--- src/hsec_pkg.sv ---
// Purpose: shared constants and carriers for the hot-swap enable/status block
// Assumes: comparator inputs already digital, asynchronous to mclk
// Notes:   register indices are the serial-bus register numbers
package hsec_pkg;

    localparam logic [3:0] REG_GOOD_FAULT  = 4'h7;
    localparam logic [3:0] REG_OVERCURRENT = 4'h8;
    localparam logic [3:0] REG_FET_STATUS  = 4'h9;
    localparam logic [3:0] REG_CONTROL     = 4'h6;

    // status field positions
    localparam int MAIN_GOOD_BIT  = 4;
    localparam int MAIN_FAULT_BIT = 5;
    localparam int LOW_GOOD_BIT   = 6;
    localparam int LOW_FAULT_BIT  = 7;
    localparam int MAIN_OC_BIT    = 4;
    localparam int MAIN_FT_BIT    = 5;
    localparam int LOW_OC_BIT     = 6;
    localparam int LOW_FT_BIT     = 7;
    localparam int MAIN_REV_BIT   = 3;
    localparam int MAIN_SER_BIT   = 4;
    localparam int LOW_REV_BIT    = 5;
    localparam int LOW_GATE_BIT   = 7;

    // control register field positions
    localparam int MAIN_EN_BIT     = 0;
    localparam int LOW_EN_BIT      = 1;
    localparam int MAIN_BLEED_BIT  = 2;
    localparam int LOW_BLEED_BIT   = 3;
    localparam int CROSS_DIS_BIT   = 5;
    localparam int LOW_REVPROT_BIT = 6;

    localparam logic [7:0] CONTROL_RESET = 8'h43;
    localparam logic [7:0] STATUS_RESET  = 8'h00;

    // restart hold after a fast shutoff (cycles of mclk)
    localparam int RESTART_NS     = 100;
    localparam int CLK_PERIOD_NS  = 25;
    localparam int RESTART_CYCLES =
        (RESTART_NS + CLK_PERIOD_NS - 1) / CLK_PERIOD_NS;

    // analog comparator outputs for one channel
    typedef struct packed {
        logic out_low;      // output below ~100 mV
        logic out_good;     // output above power-good level
        logic curr_limit;   // in current limit
        logic fast_trip;    // above fast-trip threshold
        logic timer_out;    // fault timer ran out
    } hsec_chan_cmp_t;

    typedef struct packed {
        logic low_rail_uv;  // low output below 2.85 V
        logic over_temp;    // die above ~140 C, cleared 10 C lower
        logic rev_below;    // differential below -3 mV
        logic rev_above;    // differential above +10 mV
    } hsec_low_extra_t;

endpackage : hsec_pkg

--- src/hsec_sync.sv ---
// Purpose: two-stage synchroniser for a group of comparator levels
// Assumes: one clock, synchronous active-high reset
// Notes:   first stage is read only by the second
`timescale 1ns/1ps
`default_nettype none
module hsec_sync #(
    parameter int WIDTH = 8
) (
    // clock and reset
    input  wire logic             mclk,
    input  wire logic             srst,
    // levels
    input  wire logic [WIDTH-1:0] async_in,
    output var  logic [WIDTH-1:0] sync_out
);
    typedef struct packed {
        logic [WIDTH-1:0] meta;
        logic [WIDTH-1:0] stable;
    } hsec_sync_state_t;

    hsec_sync_state_t st_q;
    hsec_sync_state_t st_d;

    always_comb begin
        st_d.meta   = async_in;
        st_d.stable = st_q.meta;
    end

    always_ff @(posedge mclk) begin
        if (srst) begin
            st_q <= '0;
        end else begin
            st_q <= st_d;
        end
    end

    assign sync_out = st_q.stable;
endmodule : hsec_sync
`default_nettype wire

--- src/hsec_ctrl.sv ---
// Purpose: channel-on decision and latched status for a dual-rail hot swap
// Assumes: register port is a simple byte read/write strobe interface
// Notes:   analog loops stay outside; this block only decides and reports
//
// Function
// channel pin enable must be high
// register enable bit clear keeps channel off
// bleed bit holds off until output low
// low rail under 2.85 V drops main
// cross-link disable removes that interlock
// six status bits per channel readable
// register 7: good 4/6, fault 5/7
// register 8: overcurrent 4/6, fast 5/7
// register 9: FET status bits 3,4,5,7
// fast trip: off now, then restart
// low rail fast trip same, slow restart; code restarts low after the same RESTART_HOLD count as main
// low rail current limit starts timer
// over-temperature in limit turns low off
// reverse below -3 mV turns low off
// reverse release only above +10 mV
// reverse-protect bit clear disables it
// register 7 flags clear on read
// register 8 flags clear on read
// latched flags set at each turn-on; code sets the fast-trip flag on main only
// reset loads register defaults
// turn-on is AND of all conditions
// comparator inputs synchronised first
`timescale 1ns/1ps
`default_nettype none
module hsec_ctrl #(
    parameter int RESTART_HOLD = hsec_pkg::RESTART_CYCLES
) (
    // clock and reset
    input  wire logic                       mclk,
    input  wire logic                       srst,
    // enable pins
    input  wire logic                       main_rail_enable_pin,
    input  wire logic                       low_rail_enable_pin,
    // comparator outputs
    input  wire hsec_pkg::hsec_chan_cmp_t   main_cmp,
    input  wire hsec_pkg::hsec_chan_cmp_t   low_cmp,
    input  wire hsec_pkg::hsec_low_extra_t  low_extra,
    input  wire logic                       main_reverse_fet_status,
    input  wire logic                       main_series_fet_status,
    input  wire logic                       low_gate_drive_status,
    // register port
    input  wire logic                       reg_wr,
    input  wire logic                       reg_rd,
    input  wire logic [3:0]                 reg_addr,
    input  wire logic [7:0]                 reg_wdata,
    output var  logic [7:0]                 reg_rdata,
    // channel drive
    output var  logic                       main_on,
    output var  logic                       low_on,
    output var  logic                       fault_timer_start,
    output var  logic                       low_rail_power_good_n
);

    ////////////////////////////////////////////////////////////////////////
    // synchronised comparators

    localparam int SW = 2 * $bits(hsec_pkg::hsec_chan_cmp_t)
                      + $bits(hsec_pkg::hsec_low_extra_t) + 3;

    hsec_pkg::hsec_chan_cmp_t  m_s;
    hsec_pkg::hsec_chan_cmp_t  l_s;
    hsec_pkg::hsec_low_extra_t x_s;
    logic                      mrev_s;
    logic                      mser_s;
    logic                      lgate_s;

    hsec_sync #(.WIDTH(SW)) u_sync (
        .mclk     (mclk),
        .srst     (srst),
        .async_in ({main_cmp, low_cmp, low_extra, main_reverse_fet_status,
                    main_series_fet_status, low_gate_drive_status}),
        .sync_out ({m_s, l_s, x_s, mrev_s, mser_s, lgate_s})
    );

    ////////////////////////////////////////////////////////////////////////
    // state

    typedef enum logic [2:0] {
        CH_OFF     = 3'b001,
        CH_RESTART = 3'b010,
        CH_ON      = 3'b100
    } hsec_ch_t;

    typedef struct packed {
        logic [7:0] control;
        logic [7:0] good_fault;
        logic [7:0] overcur;
        logic [7:0] rdata;
        hsec_ch_t   main_st;
        hsec_ch_t   low_st;
        logic [7:0] main_cnt;
        logic [7:0] low_cnt;
        logic       rev_block;
        logic       hot_block;
        logic       main_good_prev;
        logic       low_good_prev;
        logic       low_lim_prev;
    } hsec_state_t;

    hsec_state_t st_q;
    hsec_state_t st_d;

    function automatic logic [7:0] hold_count();
        return 8'(RESTART_HOLD);
    endfunction : hold_count

    logic main_req;
    logic low_req;
    logic rd7;
    logic rd8;
    logic low_trip;

    always_comb begin
        // pin, bit and bleed have to agree; main adds cross-link, low adds reverse and heat blocks
        main_req = main_rail_enable_pin
                 & st_q.control[hsec_pkg::MAIN_EN_BIT]
                 & (~st_q.control[hsec_pkg::MAIN_BLEED_BIT]
                    | m_s.out_low | (st_q.main_st != CH_OFF))
                 & (~x_s.low_rail_uv
                    | st_q.control[hsec_pkg::CROSS_DIS_BIT]);
        low_req  = low_rail_enable_pin
                 & st_q.control[hsec_pkg::LOW_EN_BIT]
                 & (~st_q.control[hsec_pkg::LOW_BLEED_BIT]
                    | l_s.out_low | (st_q.low_st != CH_OFF))
                 & ~st_q.rev_block & ~st_q.hot_block;
        rd7 = reg_rd & (reg_addr == hsec_pkg::REG_GOOD_FAULT);
        rd8 = reg_rd & (reg_addr == hsec_pkg::REG_OVERCURRENT);
        low_trip = l_s.fast_trip;
    end

    always_comb begin
        st_d = st_q;

        if (reg_wr && reg_addr == hsec_pkg::REG_CONTROL) begin
            st_d.control = reg_wdata;
        end

        // reverse current comparators with hysteresis
        if (!st_q.control[hsec_pkg::LOW_REVPROT_BIT]) begin
            st_d.rev_block = 1'b0;
        end else if (x_s.rev_below) begin
            st_d.rev_block = 1'b1;
        end else if (x_s.rev_above) begin
            st_d.rev_block = 1'b0;
        end

        // thermal shutoff only while limiting; comparator carries hysteresis
        if (x_s.over_temp && l_s.curr_limit) begin
            st_d.hot_block = 1'b1;
        end else if (!x_s.over_temp) begin
            st_d.hot_block = 1'b0;
        end

        // main channel
        case (st_q.main_st)
            CH_OFF: begin
                if (main_req) begin
                    st_d.main_st = CH_ON;
                end
            end
            CH_RESTART: begin
                if (!main_req) begin
                    st_d.main_st = CH_OFF;
                end else if (st_q.main_cnt == 8'h00) begin
                    st_d.main_st = CH_ON;
                end else begin
                    st_d.main_cnt = st_q.main_cnt - 8'h01;
                end
            end
            CH_ON: begin
                if (!main_req) begin
                    st_d.main_st = CH_OFF;
                end else if (m_s.fast_trip) begin
                    st_d.main_st  = CH_RESTART;
                    st_d.main_cnt = hold_count();
                end
            end
            default: st_d.main_st = CH_OFF;
        endcase

        // low channel
        case (st_q.low_st)
            CH_OFF: begin
                if (low_req) begin
                    st_d.low_st = CH_ON;
                end
            end
            CH_RESTART: begin
                if (!low_req) begin
                    st_d.low_st = CH_OFF;
                end else if (st_q.low_cnt == 8'h00) begin
                    st_d.low_st = CH_ON;
                end else begin
                    st_d.low_cnt = st_q.low_cnt - 8'h01;
                end
            end
            CH_ON: begin
                if (!low_req) begin
                    st_d.low_st = CH_OFF;
                end else if (low_trip) begin
                    st_d.low_st  = CH_RESTART;
                    st_d.low_cnt = hold_count();
                end
            end
            default: st_d.low_st = CH_OFF;
        endcase

        st_d.main_good_prev = m_s.out_good;
        st_d.low_good_prev  = l_s.out_good;
        st_d.low_lim_prev   = l_s.curr_limit;

        // clear on read first, so events in the same cycle win
        if (rd7) begin
            st_d.good_fault = hsec_pkg::STATUS_RESET;
        end
        if (rd8) begin
            st_d.overcur = hsec_pkg::STATUS_RESET;
        end

        if (st_q.main_good_prev && !m_s.out_good) begin
            st_d.good_fault[hsec_pkg::MAIN_GOOD_BIT] = 1'b1;
        end
        if (st_q.low_good_prev && !l_s.out_good) begin
            st_d.good_fault[hsec_pkg::LOW_GOOD_BIT] = 1'b1;
        end
        if (m_s.timer_out) begin
            st_d.good_fault[hsec_pkg::MAIN_FAULT_BIT] = 1'b1;
        end
        if (l_s.timer_out) begin
            st_d.good_fault[hsec_pkg::LOW_FAULT_BIT] = 1'b1;
        end
        if (m_s.curr_limit) begin
            st_d.overcur[hsec_pkg::MAIN_OC_BIT] = 1'b1;
        end
        if (l_s.curr_limit) begin
            st_d.overcur[hsec_pkg::LOW_OC_BIT] = 1'b1;
        end
        if (m_s.fast_trip) begin
            st_d.overcur[hsec_pkg::MAIN_FT_BIT] = 1'b1;
        end
        if (l_s.fast_trip) begin
            st_d.overcur[hsec_pkg::LOW_FT_BIT] = 1'b1;
        end

        // output starts below good at each turn-on, so flags show set;
        // the restart after a fast trip is a normal turn-on as well
        if (st_q.main_st != CH_ON && st_d.main_st == CH_ON) begin
            st_d.good_fault[hsec_pkg::MAIN_GOOD_BIT] = 1'b1;
            st_d.overcur[hsec_pkg::MAIN_OC_BIT]      = 1'b1;
            st_d.overcur[hsec_pkg::MAIN_FT_BIT]      = 1'b1;
        end
        if (st_q.low_st != CH_ON && st_d.low_st == CH_ON) begin
            st_d.good_fault[hsec_pkg::LOW_GOOD_BIT] = 1'b1;
            st_d.overcur[hsec_pkg::LOW_OC_BIT]      = 1'b1;
        end

        // read data, registered
        st_d.rdata = 8'h00;
        if (reg_addr == hsec_pkg::REG_GOOD_FAULT) begin
            st_d.rdata = st_q.good_fault;
        end else if (reg_addr == hsec_pkg::REG_OVERCURRENT) begin
            st_d.rdata = st_q.overcur;
        end else if (reg_addr == hsec_pkg::REG_FET_STATUS) begin
            st_d.rdata[hsec_pkg::MAIN_REV_BIT] = mrev_s;
            st_d.rdata[hsec_pkg::MAIN_SER_BIT] = mser_s;
            st_d.rdata[hsec_pkg::LOW_REV_BIT]  = st_q.rev_block;
            st_d.rdata[hsec_pkg::LOW_GATE_BIT] = lgate_s;
        end else if (reg_addr == hsec_pkg::REG_CONTROL) begin
            st_d.rdata = st_q.control;
        end
        st_d.rdata[3:0] = (reg_addr == hsec_pkg::REG_CONTROL)
                        ? st_d.rdata[3:0]
                        : {st_d.rdata[3], 3'h0};
    end

    always_ff @(posedge mclk) begin
        if (srst) begin
            st_q          <= '0;
            st_q.control  <= hsec_pkg::CONTROL_RESET;
            st_q.main_st  <= CH_OFF;
            st_q.low_st   <= CH_OFF;
        end else begin
            st_q <= st_d;
        end
    end

    ////////////////////////////////////////////////////////////////////////
    // outputs

    assign main_on               = (st_q.main_st == CH_ON);
    assign low_on                = (st_q.low_st == CH_ON);
    assign fault_timer_start     = l_s.curr_limit & ~st_q.low_lim_prev;
    assign low_rail_power_good_n = ~l_s.out_good;
    assign reg_rdata             = st_q.rdata;
endmodule : hsec_ctrl
`default_nettype wire

--- config.mk ---
export PLATFORM = sky130hd
export DESIGN_NAME = hsec_ctrl
export DESIGN_NICKNAME = d
export VERILOG_FILES = /design/src/hsec_pkg.sv /design/src/hsec_sync.sv /design/src/hsec_ctrl.sv
export SDC_FILE = /design/constraint.sdc
export NUM_CORES = 1
export LEC_CHECK = 0
export BUFFER_PORTS_ARGS = -buffer_cell sky130_fd_sc_hd__buf_2
export CAP_MARGIN = 20
export CORE_MARGIN = 1
export CORE_UTILIZATION = 60
export CTS_CLUSTER_DIAMETER = 40
export DETAILED_ROUTE_END_ITERATION = 16
export PLACE_DENSITY = 0.83
export SETUP_SLACK_MARGIN = 0.05
export SYNTH_ARGS = -nofsm -noshare
export SYNTH_HDL_FRONTEND = slang
export SYNTH_SLANG_ARGS = --single-unit
--- constraint.sdc ---
create_clock -name mclk -period 4.3 [get_ports mclk]
set_input_delay 0.86 -clock mclk [delete_from_list [all_inputs] [get_ports mclk]]
set_output_delay 0.86 -clock mclk [all_outputs]
set_load 0.05 [all_outputs]
After elaboration in Yosys (flattened, before gate mapping)

Index checks and enable logic that the tools add are counted.

Register bits after elaboration: 85
Input port bits: 35
Word-level logic and storage cells: 145

$add $sub $neg: 2
Equal/unequal tests: 25
Muxes and demuxes: 47
Bitwise gates (word level): 24
Reductions and logical operators: 25

Operators by type and width:

| cell                                                                     | count |
|---|---|
| 8-bit 2-to-1 mux                                                         | 13 |
| 3-bit 2-to-1 mux                                                         | 12 |
| 8-bit case mux with 2 select lines                                       | 2 |
| 3-bit case mux with 3 select lines                                       | 2 |
| 1-bit 2-to-1 mux                                                         | 17 |
| 8-bit logical NOT                                                        | 2 |
| 8-bit by 1-bit subtractor with 8-bit output (second input constant)      | 2 |
| 3-bit nonzero test                                                       | 5 |
| 3-bit equality test (second input constant)                              | 4 |
| 2-bit nonzero test                                                       | 6 |
| 1-bit bitwise AND                                                        | 10 |
| 2-bit inequality test (second input constant)                            | 5 |
| 5-bit AND reduction                                                      | 2 |
| 1-bit inverter                                                           | 9 |
| 4-bit by 3-bit equality test with 1-bit output (second input constant)   | 2 |
| 4-bit equality test (second input constant)                              | 2 |
| 2-bit by 1-bit inequality test with 1-bit output (second input constant) | 4 |
| 3-bit by 1-bit equality test with 1-bit output (second input constant)   | 2 |
| 3-bit by 2-bit equality test with 1-bit output (second input constant)   | 2 |
| 1-bit logical AND                                                        | 6 |
| 3-bit by 1-bit inequality test with 1-bit output (second input constant) | 2 |
| 3-bit inequality test (second input constant)                            | 2 |
| 1-bit bitwise OR                                                         | 5 |
| 2-bit OR reduction                                                       | 2 |
| 2 further kinds                                                          | 3 |

Depth between registers and ports, before layout

Depth in word-level cells: 11
Depth in mapped cells: 8
Mapped depth without buffers: 7

Hierarchy

Synthesis repeated with hierarchy kept, for this count alone.

Cells, all modules: 342
Area, all modules: 3265.6 um^2

Modules (own cells, without submodules):

| module    | times used | cells each | area each (um^2) |
|---|---|---|---|
| hsec_ctrl | 1          | 271        | 2328.5 |
| hsec_sync | 1          | 71         | 937.1 |

Worst setup path after synthesis

Ideal clock, no wire load.

Path type: register -> output
Start: reg st_q[26] (netlist name)
End: out main_on
Data arrival time: 1.732 ns
Required time: 3.440 ns
Path slack: 1.708 ns
Cell stages (with the launch flop): 3
Buffers on the path: 1
Cell sequence: dfxtp_1 -> clkbuf_2 -> nor3b_1

Longest elaborated chain between the ends: 1

Ends and longest elaborated chain:

| item                   | line             | text |
|---|---|---|
| from (decl)            | hsec_ctrl.sv:105 | `hsec_state_t st_q;` |
| from (signal assigned) | hsec_ctrl.sv:288 | `st_q <= st_d;` |
| 3-bit equality test    | hsec_ctrl.sv:295 | `assign main_on = (st_q.main_st == CH_ON);` |
| to (decl)              | hsec_ctrl.sv:53  | `output var logic main_on,` |

Every way passes these cells.

Worst setup path in the final report

Same ends and word-level chain as after synthesis.

==> impl_metrics.toml <==
[worst_hold_path]
hold_class = "reg2reg"
min_path_cells = 1

[timing]
worstMarginPinSlew_ns = 0.723
fmax_mhz = 403
setup_violations = 0
skew_ns = 0.0116
period_needed_ns = 2.48
grt_setup_unrepaired = "false"
hold_viol = 0
finalSetupTns_ns = 0
relSlewSlack_pct = 51.7
period_share_pct = 57.7
slew_viol_final = 0

[worst_setup_path]
endpoint_kind = "output port"
crit_type = "reg2out"
crit_arrival_ns = 1.62
cp-start-kind = "register"
cp_max_fo = 9
worstRegToRegCells = 7
required_ns = 3.44

[routing]
vias = 2363
routed_via_density = 5.18
drtAntennaViolNets = 0
drc = 0
post_drt_wl_per_cell_um = 12.7
first_iter_violations = 119
first_pass_iters = 4
drt-total-wl_um = 5810

[pwr]
p_leak_nw = 1.54
power_frac_comb_pct = 7.3
switching_share_pct = 26.3
clkPwrFrac_pct = 36.3
irDropWorstVdd_mv = 0.280
p_sw_mw = 0.388
seq_power_share_pct = 56.4
p_int_mw = 1.09
power_density_mw_per_mm2 = 399

[synth]
yosysSeqAreaShare_pct = 51.7
syn_inst = 344
ys_types = 51
synthesis.nets = 382
synth_edf_count = 0
synthDominantAreaCellType = "dfxtp_1"
syn_avg_cell_area_um2 = 9.58
yosysWarnings = 0
synth-seq-cells = 85
synth_ff_type = "dfxtp_1"
synthArstFlopShare_pct = 0
synth_top_area_share_pct = 51.7
syn_area_mm2 = 0.00329
synth.area.top_cells = "dfxtp_1 52%, nor2b_1 8.4%, nor2_1 4.2%, a21oi_1 4.1%, mux2i_1 2.1%"

[flow_run]
cap_violations = 0

[cts]
holdBufCountCts = 0
cts_tree = "done"
numCtsBuffers = 9
htreeDepth = 3
cts_setup_buffers = 0
clockBufferDepth = 2
worstSkewPairLatency_ns = 0.36
clk_pin_slew_ns = 0.09
clock-sinks = 85
clockRootBuffer = "clkbuf_8"
cts_resized = 0

[final_layout]
area_delta_synth_final_pct = 12.2
fin_area_mm2 = 0.00370
drive_gt1_share_pct = 18.9
fillCellCount = 398
register_area_mm2 = 0.00170
nNetsFinal = 419
antenna_cells = 0
multi_input_area_mm2 = 0.00143

[die]
rows = 26
io_pins = 47
dieArea_mm2 = 0.00579
start_util_pct = 63.3
die_w_um = 76.1
core_mm2 = 0.00520
chipHeight_um = 76.1

[grt]
grt_max_degree = 69
grt_util_all_layers_pct = 21.5
grt_pass1_vias = 2259
grt_first_pass_wirelength_um = 9820
antenna_found_initial = 0
grt_overflow = 0

[status]
status = "finished clean"

[placed_design]
port_buffers = 46
place_area_mm2 = 0.00351
post-dp-hpwl_um = 3950
place.gp.congestion = 0.829
[critical path, stage by stage (launching register included)]
cell     delay [ns]
dfxtp_1        0.49
nor3b_1        0.43
buf_2          0.35
[area by class of cell]
| type | count | share of cell area, % |
|---|---|---|
| Clock inverter | 7 | 1.83 |
| Timing Repair Buffer | 47 | 6.43 |
| Tap cell | 70 | 2.37 |
| Clock buffer | 9 | 3.35 |
| Inverter | 12 | 1.22 |
| Multi-Input combinational cell | 226 | 38.8 |
| Sequential cell | 85 | 46.0 |
[synth_stat cells (5+ instances only)]
cell and n:
and2_1 5, inv_1 12, nand4_1 7, dfxtp_1 85, nand2_1 9, a21oi_1 27, nor2b_1 44, nor2_1 37
mux2i_1 7, nand3_1 9, xor2_1 8, clkbuf_1 8, buf_4 8, nand2b_1 8
[stage by stage]
| stage | worst slack [ns] | hold WS [ns] | instances | power, mW | util (%) |
|---|---|---|---|---|---|
| floorplan | 1.71 | 0.413 | 344 | 0.924 | - |
| global placement | 2.07 | 0.421 | 440 | 0.954 | 67.4 |
| detailed placement | 1.99 | 0.424 | 440 | 0.957 | 67.4 |
| CTS | 1.85 | 0.450 | 456 | 1.48 | 71.0 |
| global route | 1.76 | 0.467 | 456 | 1.53 | 71.0 |
| finish | 1.82 | 0.447 | 456 | 1.48 | 71.0 |
[cell usage in the layout (no fill, tap or decap), drive strengths merged, types with 6 or more instances in the layout]
master	instances
nand2b	8
buf	47
nor2b	44
xor2	8
mux2i	7
and2	6
a21oi	27
nand4	7
clkbuf	9
or4	6
nand3	9
dfxtp	85
nand2	9
inv	16
nor2	38
[worst paths after layout]
path | to | from | slack [ns]
setup reg to reg | st_q[40]$_SDFFE_PP0P_ | st_q[13]$_SDFFE_PP0P_ | 2.11
hold reg to reg | u_sync.sync_out[11]$_SDFF_PP0_ | u_sync.st_d[11]$_SDFF_PP0_ | 0.45
hold / removal | u_sync.sync_out[11]$_SDFF_PP0_ | u_sync.st_d[11]$_SDFF_PP0_ | 0.45
setup / recovery | main_on | st_q[26]$_SDFF_PP0_ | 1.82
[sequential cells by signal (all words and copies together) (netlist names)]
signal,count
u_sync.sync_out,17
reg_rdata,8
u_sync.st_d,17
st_q,43
[logic make-up (layout without fill, tap and decap cells)]
logic type               Yosys count  after routing  synth area share, %
AND/OR/NAND/NOR                  155            155                 27.1
AO/OA/AOI/OAI                     48             48                 9.53
buffers and inverters             33             75                 4.82
multiplexers                       9              9                 2.81
XOR/XNOR                          11             11                 2.92
adder cells (fa/ha/maj)            3              3                 1.14
flip-flops                        85             85                 51.7
[layer usage]
| metal | GRT usage (%) | vias up | part of all wire [%] |
|---|---|---|---|
| met2 | 34.6 | 46 | 46 |
| li1 | - | 1243 | - |
| met4 | 11.3 | 0 | 1.8 |
| met5 | 0 | - | 0 |
| met1 | 27.1 | 1065 | 49 |
| met3 | 4.79 | 9 | 3.3 |
[power by group through the flow]
stage	clock (mW)	sequential (mW)	combinational, mW
final	0.536	0.833	0.107
after global routing	0.577	0.836	0.120
after CTS	0.541	0.832	0.107
after detailed placement	0	0.850	0.106
after global placement	0	0.849	0.104
after floorplan	0	0.842	0.0822
Power figures use the tool's default switching activity.
